**config.mk**
```make
export PLATFORM = sky130hd
export DESIGN_NAME = pcm_highway_port_a
export DESIGN_NICKNAME = d
export VERILOG_FILES = /design/src/pcm_port_pkg.sv /design/src/pcm_highway_port_a.sv
export SDC_FILE = /design/constraint.sdc
export NUM_CORES = 1
export LEC_CHECK = 0
export BUFFER_PORTS_ARGS = -buffer_cell sky130_fd_sc_hd__buf_2
export CORE_MARGIN = 2
export CORE_UTILIZATION = 55
export DETAILED_ROUTE_END_ITERATION = 6
export PLACE_DENSITY_LB_ADDON = 0.3
export SETUP_SLACK_MARGIN = 0.3
export SLEW_MARGIN = 15
export SYNTH_ARGS = -nofsm -noshare
export SYNTH_HDL_FRONTEND = slang
export SYNTH_SLANG_ARGS = --single-unit
```
**constraint.sdc**
```tcl
create_clock -name mclk -period 6.9 [get_ports mclk]
set_input_delay 0.345 -clock mclk [delete_from_list [all_inputs] [get_ports mclk]]
set_output_delay 0.345 -clock mclk [all_outputs]
set_load 0.005 [all_outputs]
```
**src/pcm_port_pkg.sv**
```systemverilog
// shared types and constants for the pcm highway port a timing block
// assumes one clock (mclk) that is both system clock and pcm bit clock
package pcm_port_pkg;

  // channels served by the port
  localparam int NUM_CH = 4;

  // frame counter width, covers the longest frame (1024 bits) with room
  localparam int FCNT_W = 11;
  localparam logic [FCNT_W-1:0] FCNT_MAX = 11'h7ff;
  localparam logic [FCNT_W-1:0] FCNT_RST = 11'h000;

  // bit clocks per 8 khz frame for each accepted master clock rate
  localparam logic [FCNT_W-1:0] PER_1536 = 11'h0c0; // 192 bits
  localparam logic [FCNT_W-1:0] PER_1544 = 11'h0c1; // 193 bits
  localparam logic [FCNT_W-1:0] PER_2048 = 11'h100; // 256 bits
  localparam logic [FCNT_W-1:0] PER_4096 = 11'h200; // 512 bits
  localparam logic [FCNT_W-1:0] PER_8192 = 11'h400; // 1024 bits

  // time slots per frame: rate divided by 64 khz
  localparam logic [7:0] NSLOT_NONE = 8'h00;
  localparam logic [7:0] NSLOT_1M5 = 8'h18; // 24
  localparam logic [7:0] NSLOT_2M = 8'h20; // 32
  localparam logic [7:0] NSLOT_4M = 8'h40; // 64
  localparam logic [7:0] NSLOT_8M = 8'h80; // 128

  // bits in a slot, msb first
  localparam logic [2:0] LAST_BIT = 3'h7;
  localparam logic [7:0] PCM_RST = 8'h00;

  // mode-select encodings, {high, low}
  localparam logic [1:0] MODE_RESET = 2'h0;
  localparam logic [1:0] MODE_NORMAL = 2'h2;

  // detected master clock rate
  typedef enum logic [2:0] {
    RATE_NONE,
    RATE_1M5,
    RATE_2M,
    RATE_4M,
    RATE_8M
  } rate_t;

  // per-channel time slot assignment
  typedef struct packed {
    logic tx_en;
    logic [6:0] tx_slot;
    logic rx_en;
    logic [6:0] rx_slot;
  } chan_cfg_t;

  // frame start shift in bit clocks, 0..7 per direction
  typedef struct packed {
    logic [2:0] tx_shift;
    logic [2:0] rx_shift;
  } frame_offset_t;

  // position inside a shifted frame
  typedef struct packed {
    logic valid;
    logic [7:0] slot;
    logic [2:0] bit_idx;
  } slot_pos_t;

  localparam chan_cfg_t CFG_RST = '0;
  localparam frame_offset_t OFFSET_RST = '0;

endpackage

```
**src/pcm_highway_port_a.sv**
```systemverilog
// pcm highway port a: frame timing, rate detection, tx slot drive, rx slot capture
// assumes frame_sync_in and rx_serial_in_a are synchronous to mclk, and the
// backplane resolves the open-drain strobe and tristate data from their enables
`timescale 1ns/1ps

// Overview of operation
// - mode pins 00 hold the port in reset; 10 runs it normally.
// - frame start shifts 0 to 7 bit clocks, tx and rx set apart.
// - master clock rate found alone: 1.536/1.544, 2.048, 4.096, 8.192 mhz.
// - master clock itself is the bit clock for all shifting.
// - tx data high-z outside own slots; bits change on rising edges.
// - rx data ignored outside own slots; bits sampled on falling edges.
// - tx slot strobe pulled low exactly while tx data is driven.
// - tx data stays high-z while in reset.
// - no slot assigned after reset until software programs one.
module pcm_highway_port_a (
  // clock and reset
  input wire logic mclk,
  input wire logic rst,
  // mode select pins
  input wire logic mode_select_high,
  input wire logic mode_select_low,
  // highway pins
  input wire logic frame_sync_in,
  input wire logic rx_serial_in_a,
  output logic tx_serial_out_a,
  output logic tx_serial_out_a_oe_n,
  input wire logic tx_slot_strobe_a_n_in,
  output logic tx_slot_strobe_a_n_out,
  output logic tx_slot_strobe_a_n_oe_n,
  // slot programming from the control side
  input wire logic cfg_load,
  input wire pcm_port_pkg::chan_cfg_t [pcm_port_pkg::NUM_CH-1:0] cfg_in,
  input wire pcm_port_pkg::frame_offset_t frame_offset_setting,
  // channel data
  input wire logic [pcm_port_pkg::NUM_CH-1:0][7:0] tx_pcm,
  output logic [pcm_port_pkg::NUM_CH-1:0][7:0] rx_pcm,
  output logic [pcm_port_pkg::NUM_CH-1:0] rx_valid,
  // status
  output pcm_port_pkg::rate_t rate,
  output logic held_in_reset
);
  import pcm_port_pkg::*;

  logic hold;
  logic fs_q;
  logic fs_rise;
  logic seen_q;
  logic [FCNT_W-1:0] fcnt_q;
  logic [FCNT_W-1:0] fcnt_d;
  logic [7:0] nslot_q;
  rate_t rate_q;
  chan_cfg_t [NUM_CH-1:0] cfg_q;
  frame_offset_t off_q;
  slot_pos_t tx_pos;
  slot_pos_t rx_pos;
  logic tx_hit;
  logic [1:0] tx_ch;
  logic rx_hit;
  logic [1:0] rx_ch;
  logic tx_bit_q;
  logic tx_drive_q;
  logic [7:0] rx_sh_q;
  logic rx_last_q;
  logic [1:0] rx_ch_q;

  // position of a frame bit after the programmed shift, invalid past the last slot
  function automatic slot_pos_t locate(input logic [FCNT_W-1:0] cnt, input logic [2:0] shift,
                                       input logic [7:0] nslot);
    logic [FCNT_W-1:0] p;
    slot_pos_t r;
    p = cnt - {{(FCNT_W-3){1'b0}}, shift};
    r.bit_idx = p[2:0];
    r.slot = {1'b0, p[9:3]};
    r.valid = (cnt >= {{(FCNT_W-3){1'b0}}, shift}) && (p[FCNT_W-1] == 1'b0) && (r.slot < nslot);
    return r;
  endfunction

  // map a measured frame length to a rate, unknown lengths give no rate
  function automatic rate_t classify(input logic [FCNT_W-1:0] per);
    rate_t r;
    r = RATE_NONE;
    if (per == PER_1536 || per == PER_1544) begin
      r = RATE_1M5;
    end else if (per == PER_2048) begin
      r = RATE_2M;
    end else if (per == PER_4096) begin
      r = RATE_4M;
    end else if (per == PER_8192) begin
      r = RATE_8M;
    end
    return r;
  endfunction

  // only 10 runs; 01 and 11 are unused codes, so they are simply held too
  assign hold = rst || ({mode_select_high, mode_select_low} != MODE_NORMAL);
  assign held_in_reset = hold;

  // one sync edge opens both directions' frames
  assign fs_rise = frame_sync_in && !fs_q;

  // frame bit counter, saturating so a missing sync cannot wrap into slots
  always_comb begin
    if (fs_rise) begin
      fcnt_d = FCNT_RST;
    end else if (fcnt_q == FCNT_MAX) begin
      fcnt_d = fcnt_q;
    end else begin
      fcnt_d = fcnt_q + 11'h001;
    end
  end

  always_ff @(posedge mclk) begin
    if (hold) begin
      fs_q <= 1'b0;
      fcnt_q <= FCNT_MAX;
    end else begin
      fs_q <= frame_sync_in;
      fcnt_q <= fcnt_d;
    end
  end

  // rate detection: measure bit clocks between sync edges, no software setting
  always_ff @(posedge mclk) begin
    if (hold) begin
      seen_q <= 1'b0;
      rate_q <= RATE_NONE;
      nslot_q <= NSLOT_NONE;
    end else if (fs_rise) begin
      seen_q <= 1'b1;
      // first edge after reset has no prior edge to measure from
      if (seen_q) begin
        rate_q <= classify(fcnt_q + 11'h001);
        unique case (classify(fcnt_q + 11'h001))
          RATE_1M5: nslot_q <= NSLOT_1M5;
          RATE_2M: nslot_q <= NSLOT_2M;
          RATE_4M: nslot_q <= NSLOT_4M;
          RATE_8M: nslot_q <= NSLOT_8M;
          RATE_NONE: nslot_q <= NSLOT_NONE;
        endcase
      end
    end
  end
  assign rate = rate_q;

  // slot programming, wiped by reset so nothing is assigned until loaded
  always_ff @(posedge mclk) begin
    if (hold) begin
      cfg_q <= {NUM_CH{CFG_RST}};
      off_q <= OFFSET_RST;
    end else if (cfg_load) begin
      cfg_q <= cfg_in;
      off_q <= frame_offset_setting;
    end
  end

  // tx looks one bit ahead so the registered pin changes on the rising edge
  assign tx_pos = locate(fcnt_d, off_q.tx_shift, nslot_q);
  // rx judges the bit now on the line, sampled at the coming falling edge
  assign rx_pos = locate(fcnt_q, off_q.rx_shift, nslot_q);

  // channel owning the current slot, lowest channel wins a double assignment
  always_comb begin
    tx_hit = 1'b0;
    tx_ch = 2'h0;
    rx_hit = 1'b0;
    rx_ch = 2'h0;
    for (int c = NUM_CH - 1; c >= 0; c--) begin
      if (tx_pos.valid && cfg_q[c].tx_en && ({1'b0, cfg_q[c].tx_slot} == tx_pos.slot)) begin
        tx_hit = 1'b1;
        tx_ch = 2'(c);
      end
      if (rx_pos.valid && cfg_q[c].rx_en && ({1'b0, cfg_q[c].rx_slot} == rx_pos.slot)) begin
        rx_hit = 1'b1;
        rx_ch = 2'(c);
      end
    end
  end

  // transmit driver: one byte msb first, only inside an owned slot
  always_ff @(posedge mclk) begin
    if (hold) begin
      tx_drive_q <= 1'b0;
      tx_bit_q <= 1'b0;
    end else begin
      tx_drive_q <= tx_hit;
      tx_bit_q <= tx_pcm[tx_ch][LAST_BIT - tx_pos.bit_idx];
    end
  end

  assign tx_serial_out_a = tx_bit_q;
  assign tx_serial_out_a_oe_n = !tx_drive_q;
  // strobe shares the data enable flop, so the two spans are identical
  assign tx_slot_strobe_a_n_out = 1'b0;
  assign tx_slot_strobe_a_n_oe_n = !tx_drive_q;

  // receive shifter on the falling edge, untouched outside owned slots
  always_ff @(negedge mclk) begin
    if (hold) begin
      rx_sh_q <= PCM_RST;
      rx_last_q <= 1'b0;
      rx_ch_q <= 2'h0;
    end else begin
      rx_last_q <= rx_hit && (rx_pos.bit_idx == LAST_BIT);
      if (rx_hit) begin
        rx_sh_q <= {rx_sh_q[6:0], rx_serial_in_a};
        rx_ch_q <= rx_ch;
      end
    end
  end

  // hand the finished byte to the rising-edge domain; the flag spans one full period
  always_ff @(posedge mclk) begin
    if (hold) begin
      rx_pcm <= {NUM_CH{PCM_RST}};
      rx_valid <= '0;
    end else begin
      rx_valid <= '0;
      if (rx_last_q) begin
        rx_pcm[rx_ch_q] <= rx_sh_q;
        rx_valid[rx_ch_q] <= 1'b1;
      end
    end
  end

  // pin readback is not needed: the strobe is only ever pulled low by us
  logic unused_strobe_in;
  assign unused_strobe_in = tx_slot_strobe_a_n_in;

endmodule

```
==> impl_metrics.py <==
metrics = {
    "timing": {
        "slew_headroom": 0.338,
        "drv_slew": 0,
        "finClkSkew_ns": 0.0390,
        "setup_tns_ns": 0,
        "hold_viol_final": 0,
        "worstMarginPinSlew_ns": 0.988,
        "setup_viol": 0,
        "grt_setup_unrepaired": "yes",
    },
    "drt": {
        "via_count": 6494,
        "first_pass_iters": 4,
        "postRouteAntennaNets": 0,
        "wire_per_inst_um": 15.8,
        "drt_iter0_markers": 364,
        "routed_wl_mm": 18.7,
        "via_per_inst": 5.49,
        "drc": 0,
    },
    "worst_setup_path": {
        "critical_path_required_ns": 3.77,
        "worstPathMaxFanout": 5,
        "critical_path_class": "register to register",
        "cp-end-kind": "register",
        "arrival_ns": 3.36,
        "start_kind": "register",
    },
    "logic_synthesis": {
        "syn_nets": 958,
        "synth_top_area_frac": 0.374,
        "syn_inst": 832,
        "synth_ff_type": "dfxtp_1",
        "synthTopCellsByArea": "dfxtp_1 (37%), mux2i_1 (15%), nor2_1 (6.7%)",
        "async_flop_share": 0,
        "netlist_area_sq_um": 7440,
        "synth_edf_count": 0,
        "avgSynthCellArea_sq_um": 8.95,
        "synth_cell_type_count": 65,
        "synth_seq_cells": 139,
        "synth_warnings": 0,
        "ys_seq_area_frac": 0.374,
        "yosysTopAreaCell": "dfxtp_1",
    },
    "grt": {
        "grt-ovfl-total": 0,
        "grt.total_usage": 0.261,
        "grt_pass1_vias": 6166,
        "grt_pass1_wl_mm": 30.3,
        "antenna_found_initial": 0,
        "grt_max_degree": 59,
    },
    "placement": {
        "globalplace.congestion": 0.882,
        "dpl.hpwl_mm": 13.0,
        "numPortBuffers": 151,
        "placed_cell_area_sq_um": 8370,
    },
    "floorplan": {
        "core_area_sq_um": 13200,
        "die_height_um": 120,
        "die_width_um": 120,
        "core.rowCount": 42,
        "io_pins": 154,
        "initial_core_util": 0.562,
        "die_area_sq_um": 14500,
    },
    "clock_tree": {
        "hold_buffers": 0,
        "clock_sinks": 139,
        "htreeDepth": 4,
        "clkSlewWorstSetupHoldPaths_ns": 0.06,
        "clk_latency_ns": 0.46,
        "tritoncts": "yes",
        "cts_buffers": 17,
        "cts_root_buf": "clkbuf_16",
        "cts_buffer_depth": 2,
    },
    "final_layout": {
        "design_area_sq_um": 9260,
        "nets": 1119,
        "fillers": 1075,
        "syn_to_final_growth_pct": 24.4,
        "layout_common_cells": "buf_2 (150), dfxtp_1 (133), nor2_1 (132)",
        "layout_commonest_cell": "buf_2",
        "layout-drive-gt1-share": 0.256,
        "diodes": 0,
    },
    "min_path": {
        "hp-class": "input pin to register",
    },
    "job": {
        "max_cap_violations": 0,
    },
    "run_status": {
        "status": "finished, final reports clean",
    },
    "pwr": {
        "p_leak_nw": 4.14,
        "power.density_nw_per_um2": 245,
        "vdd.ir_drop.worst_mv": 0.162,
    },
}
-- Yosys cell counts (2+ instances only) --
| cell | number |
|---|---|
| a211o_1 | 4 |
| a211oi_1 | 3 |
| a21boi_0 | 6 |
| a21o_1 | 6 |
| a21oi_1 | 33 |
| a311oi_1 | 2 |
| a31oi_1 | 8 |
| and2_1 | 7 |
| and3_1 | 7 |
| and4_1 | 4 |
| and4b_1 | 2 |
| buf_1 | 4 |
| buf_2 | 5 |
| buf_4 | 4 |
| clkbuf_1 | 31 |
| dfxtp_1 | 139 |
| fa_1 | 2 |
| ha_1 | 14 |
| inv_1 | 24 |
| mux2_2 | 3 |
| mux2i_1 | 112 |
| mux4_2 | 3 |
| nand2_1 | 72 |
| nand2b_1 | 5 |
| nand3_1 | 19 |
| nand4_1 | 9 |
| nand4b_1 | 2 |
| nor2_1 | 132 |
| nor2b_1 | 8 |
| nor3_1 | 18 |
| nor3b_1 | 4 |
| nor4_1 | 3 |
| o2111ai_1 | 3 |
| o211ai_1 | 6 |
| o21ai_0 | 15 |
| or2_2 | 3 |
| or3_1 | 3 |
| xnor2_1 | 43 |
| xnor3_1 | 7 |
| xor2_1 | 32 |
-- power by group --
part	total, mW	switching (mW)	leakage (nW)	internal [mW]
combinational	0.406	0.224	2.65	0.182
sequential	0.827	0.0121	1.12	0.815
clock	1.03	0.382	0.366	0.651
-- cell families (layout without fill, tap and decap cells) --
| logic type | count (synthesis) | count (layout) | share of synthesized area |
|---|---|---|---|
| buffers and inverters | 70 | 242 | 0.0392 |
| AND/OR/NAND/NOR | 304 | 305 | 0.187 |
| flip-flops | 139 | 139 | 0.374 |
| multiplexers | 118 | 118 | 0.164 |
| adder cells (fa/ha/maj) | 16 | 16 | 0.0289 |
| XOR/XNOR | 83 | 83 | 0.112 |
| other | 1 | 1 | 0.000504 |
| AO/OA/AOI/OAI | 101 | 102 | 0.0946 |
-- state kept, by name, indices dropped and copies added, names as in the netlist --
register and flops:
cfg_q 64, fcnt_q 11, fs_q 1, nslot_q 4, off_q 6, rate 3
rx_ch_q 2, rx_last_q 1, rx_pcm 32, rx_sh_q 8, rx_valid 4, seen_q 1
tx_drive_q 1, tx_serial_out_a 1
-- final timing paths --
path | start | end | slack, ns | cells after the start
worst min-delay path | cfg_in[37] | cfg_q[37] | 0.15 | 3
worst max register to register | fcnt_q[0] | rx_sh_q[2] | 0.41 | 17
worst max-delay path | fcnt_q[0] | rx_sh_q[2] | 0.41 | 17
worst min register to register | rx_pcm[24] | rx_pcm[24] | 0.45 | 2
-- worst max-delay path: stages, from the launching register on --
cell	delay (ns)
dfxtp_4	0.37
inv_4	0.04
ha_4	0.15
fa_2	0.38
nor2b_4	0.17
nor3_4	0.07
buf_4	0.15
xnor2_2	0.12
buf_4	0.16
buf_4	0.13
xor2_1	0.16
nand3_1	0.11
nor3_1	0.14
nand4_1	0.15
a21o_1	0.25
nand2_4	0.14
mux2i_1	0.19
nor2_1	0.05
-- through the flow --
| stage | total power, mW | util | setup WS [ns] | hold slack [ns] | cells |
|---|---|---|---|---|---|
| after floorplan | 1.15 | - | 0.301 | 0.451 | 832 |
| after detailed placement | 1.24 | 0.632 | 0.0264 | 0.446 | 1129 |
| after global routing | 2.35 | 0.699 | 0.214 | 0.154 | 1182 |
| after global placement | 1.24 | 0.632 | 0.132 | 0.440 | 1129 |
| after CTS | 2.26 | 0.686 | 0.301 | 0.136 | 1173 |
| final | 2.27 | 0.699 | 0.408 | 0.146 | 1182 |
-- area by class of cell --
class / count / area [sq um] / area share
multi-input cells: 625 / 4530 / 0.489
repair buffers: 175 / 942 / 0.102
clock inverters: 25 / 255 / 0.0276
well taps: 176 / 220 / 0.0238
clock buffers: 18 / 429 / 0.0463
inverters: 24 / 93.8 / 0.0101
flip-flops and latches: 139 / 2790 / 0.302
-- timing repair --
| action | CTS | global route |
|---|---|---|
| resized for setup | 10 | 23 |
| pin swaps | 5 | 17 |
| setup endpoints to repair | 9 | 10 |
| endpoints found under the hold margin | 0 | 0 |
| setup buffers | 1 | 8 |
| cloned | 1 | 1 |
-- metal layers --
metal	vias to the layer above	track usage	wire, um
met5	-	0	0
met4	0	0.0894	363
met3	33	0.0528	1080
met2	202	0.410	8570
met1	3067	0.361	8720
li1	3192	-	-
Power figures use the tool's default switching activity.
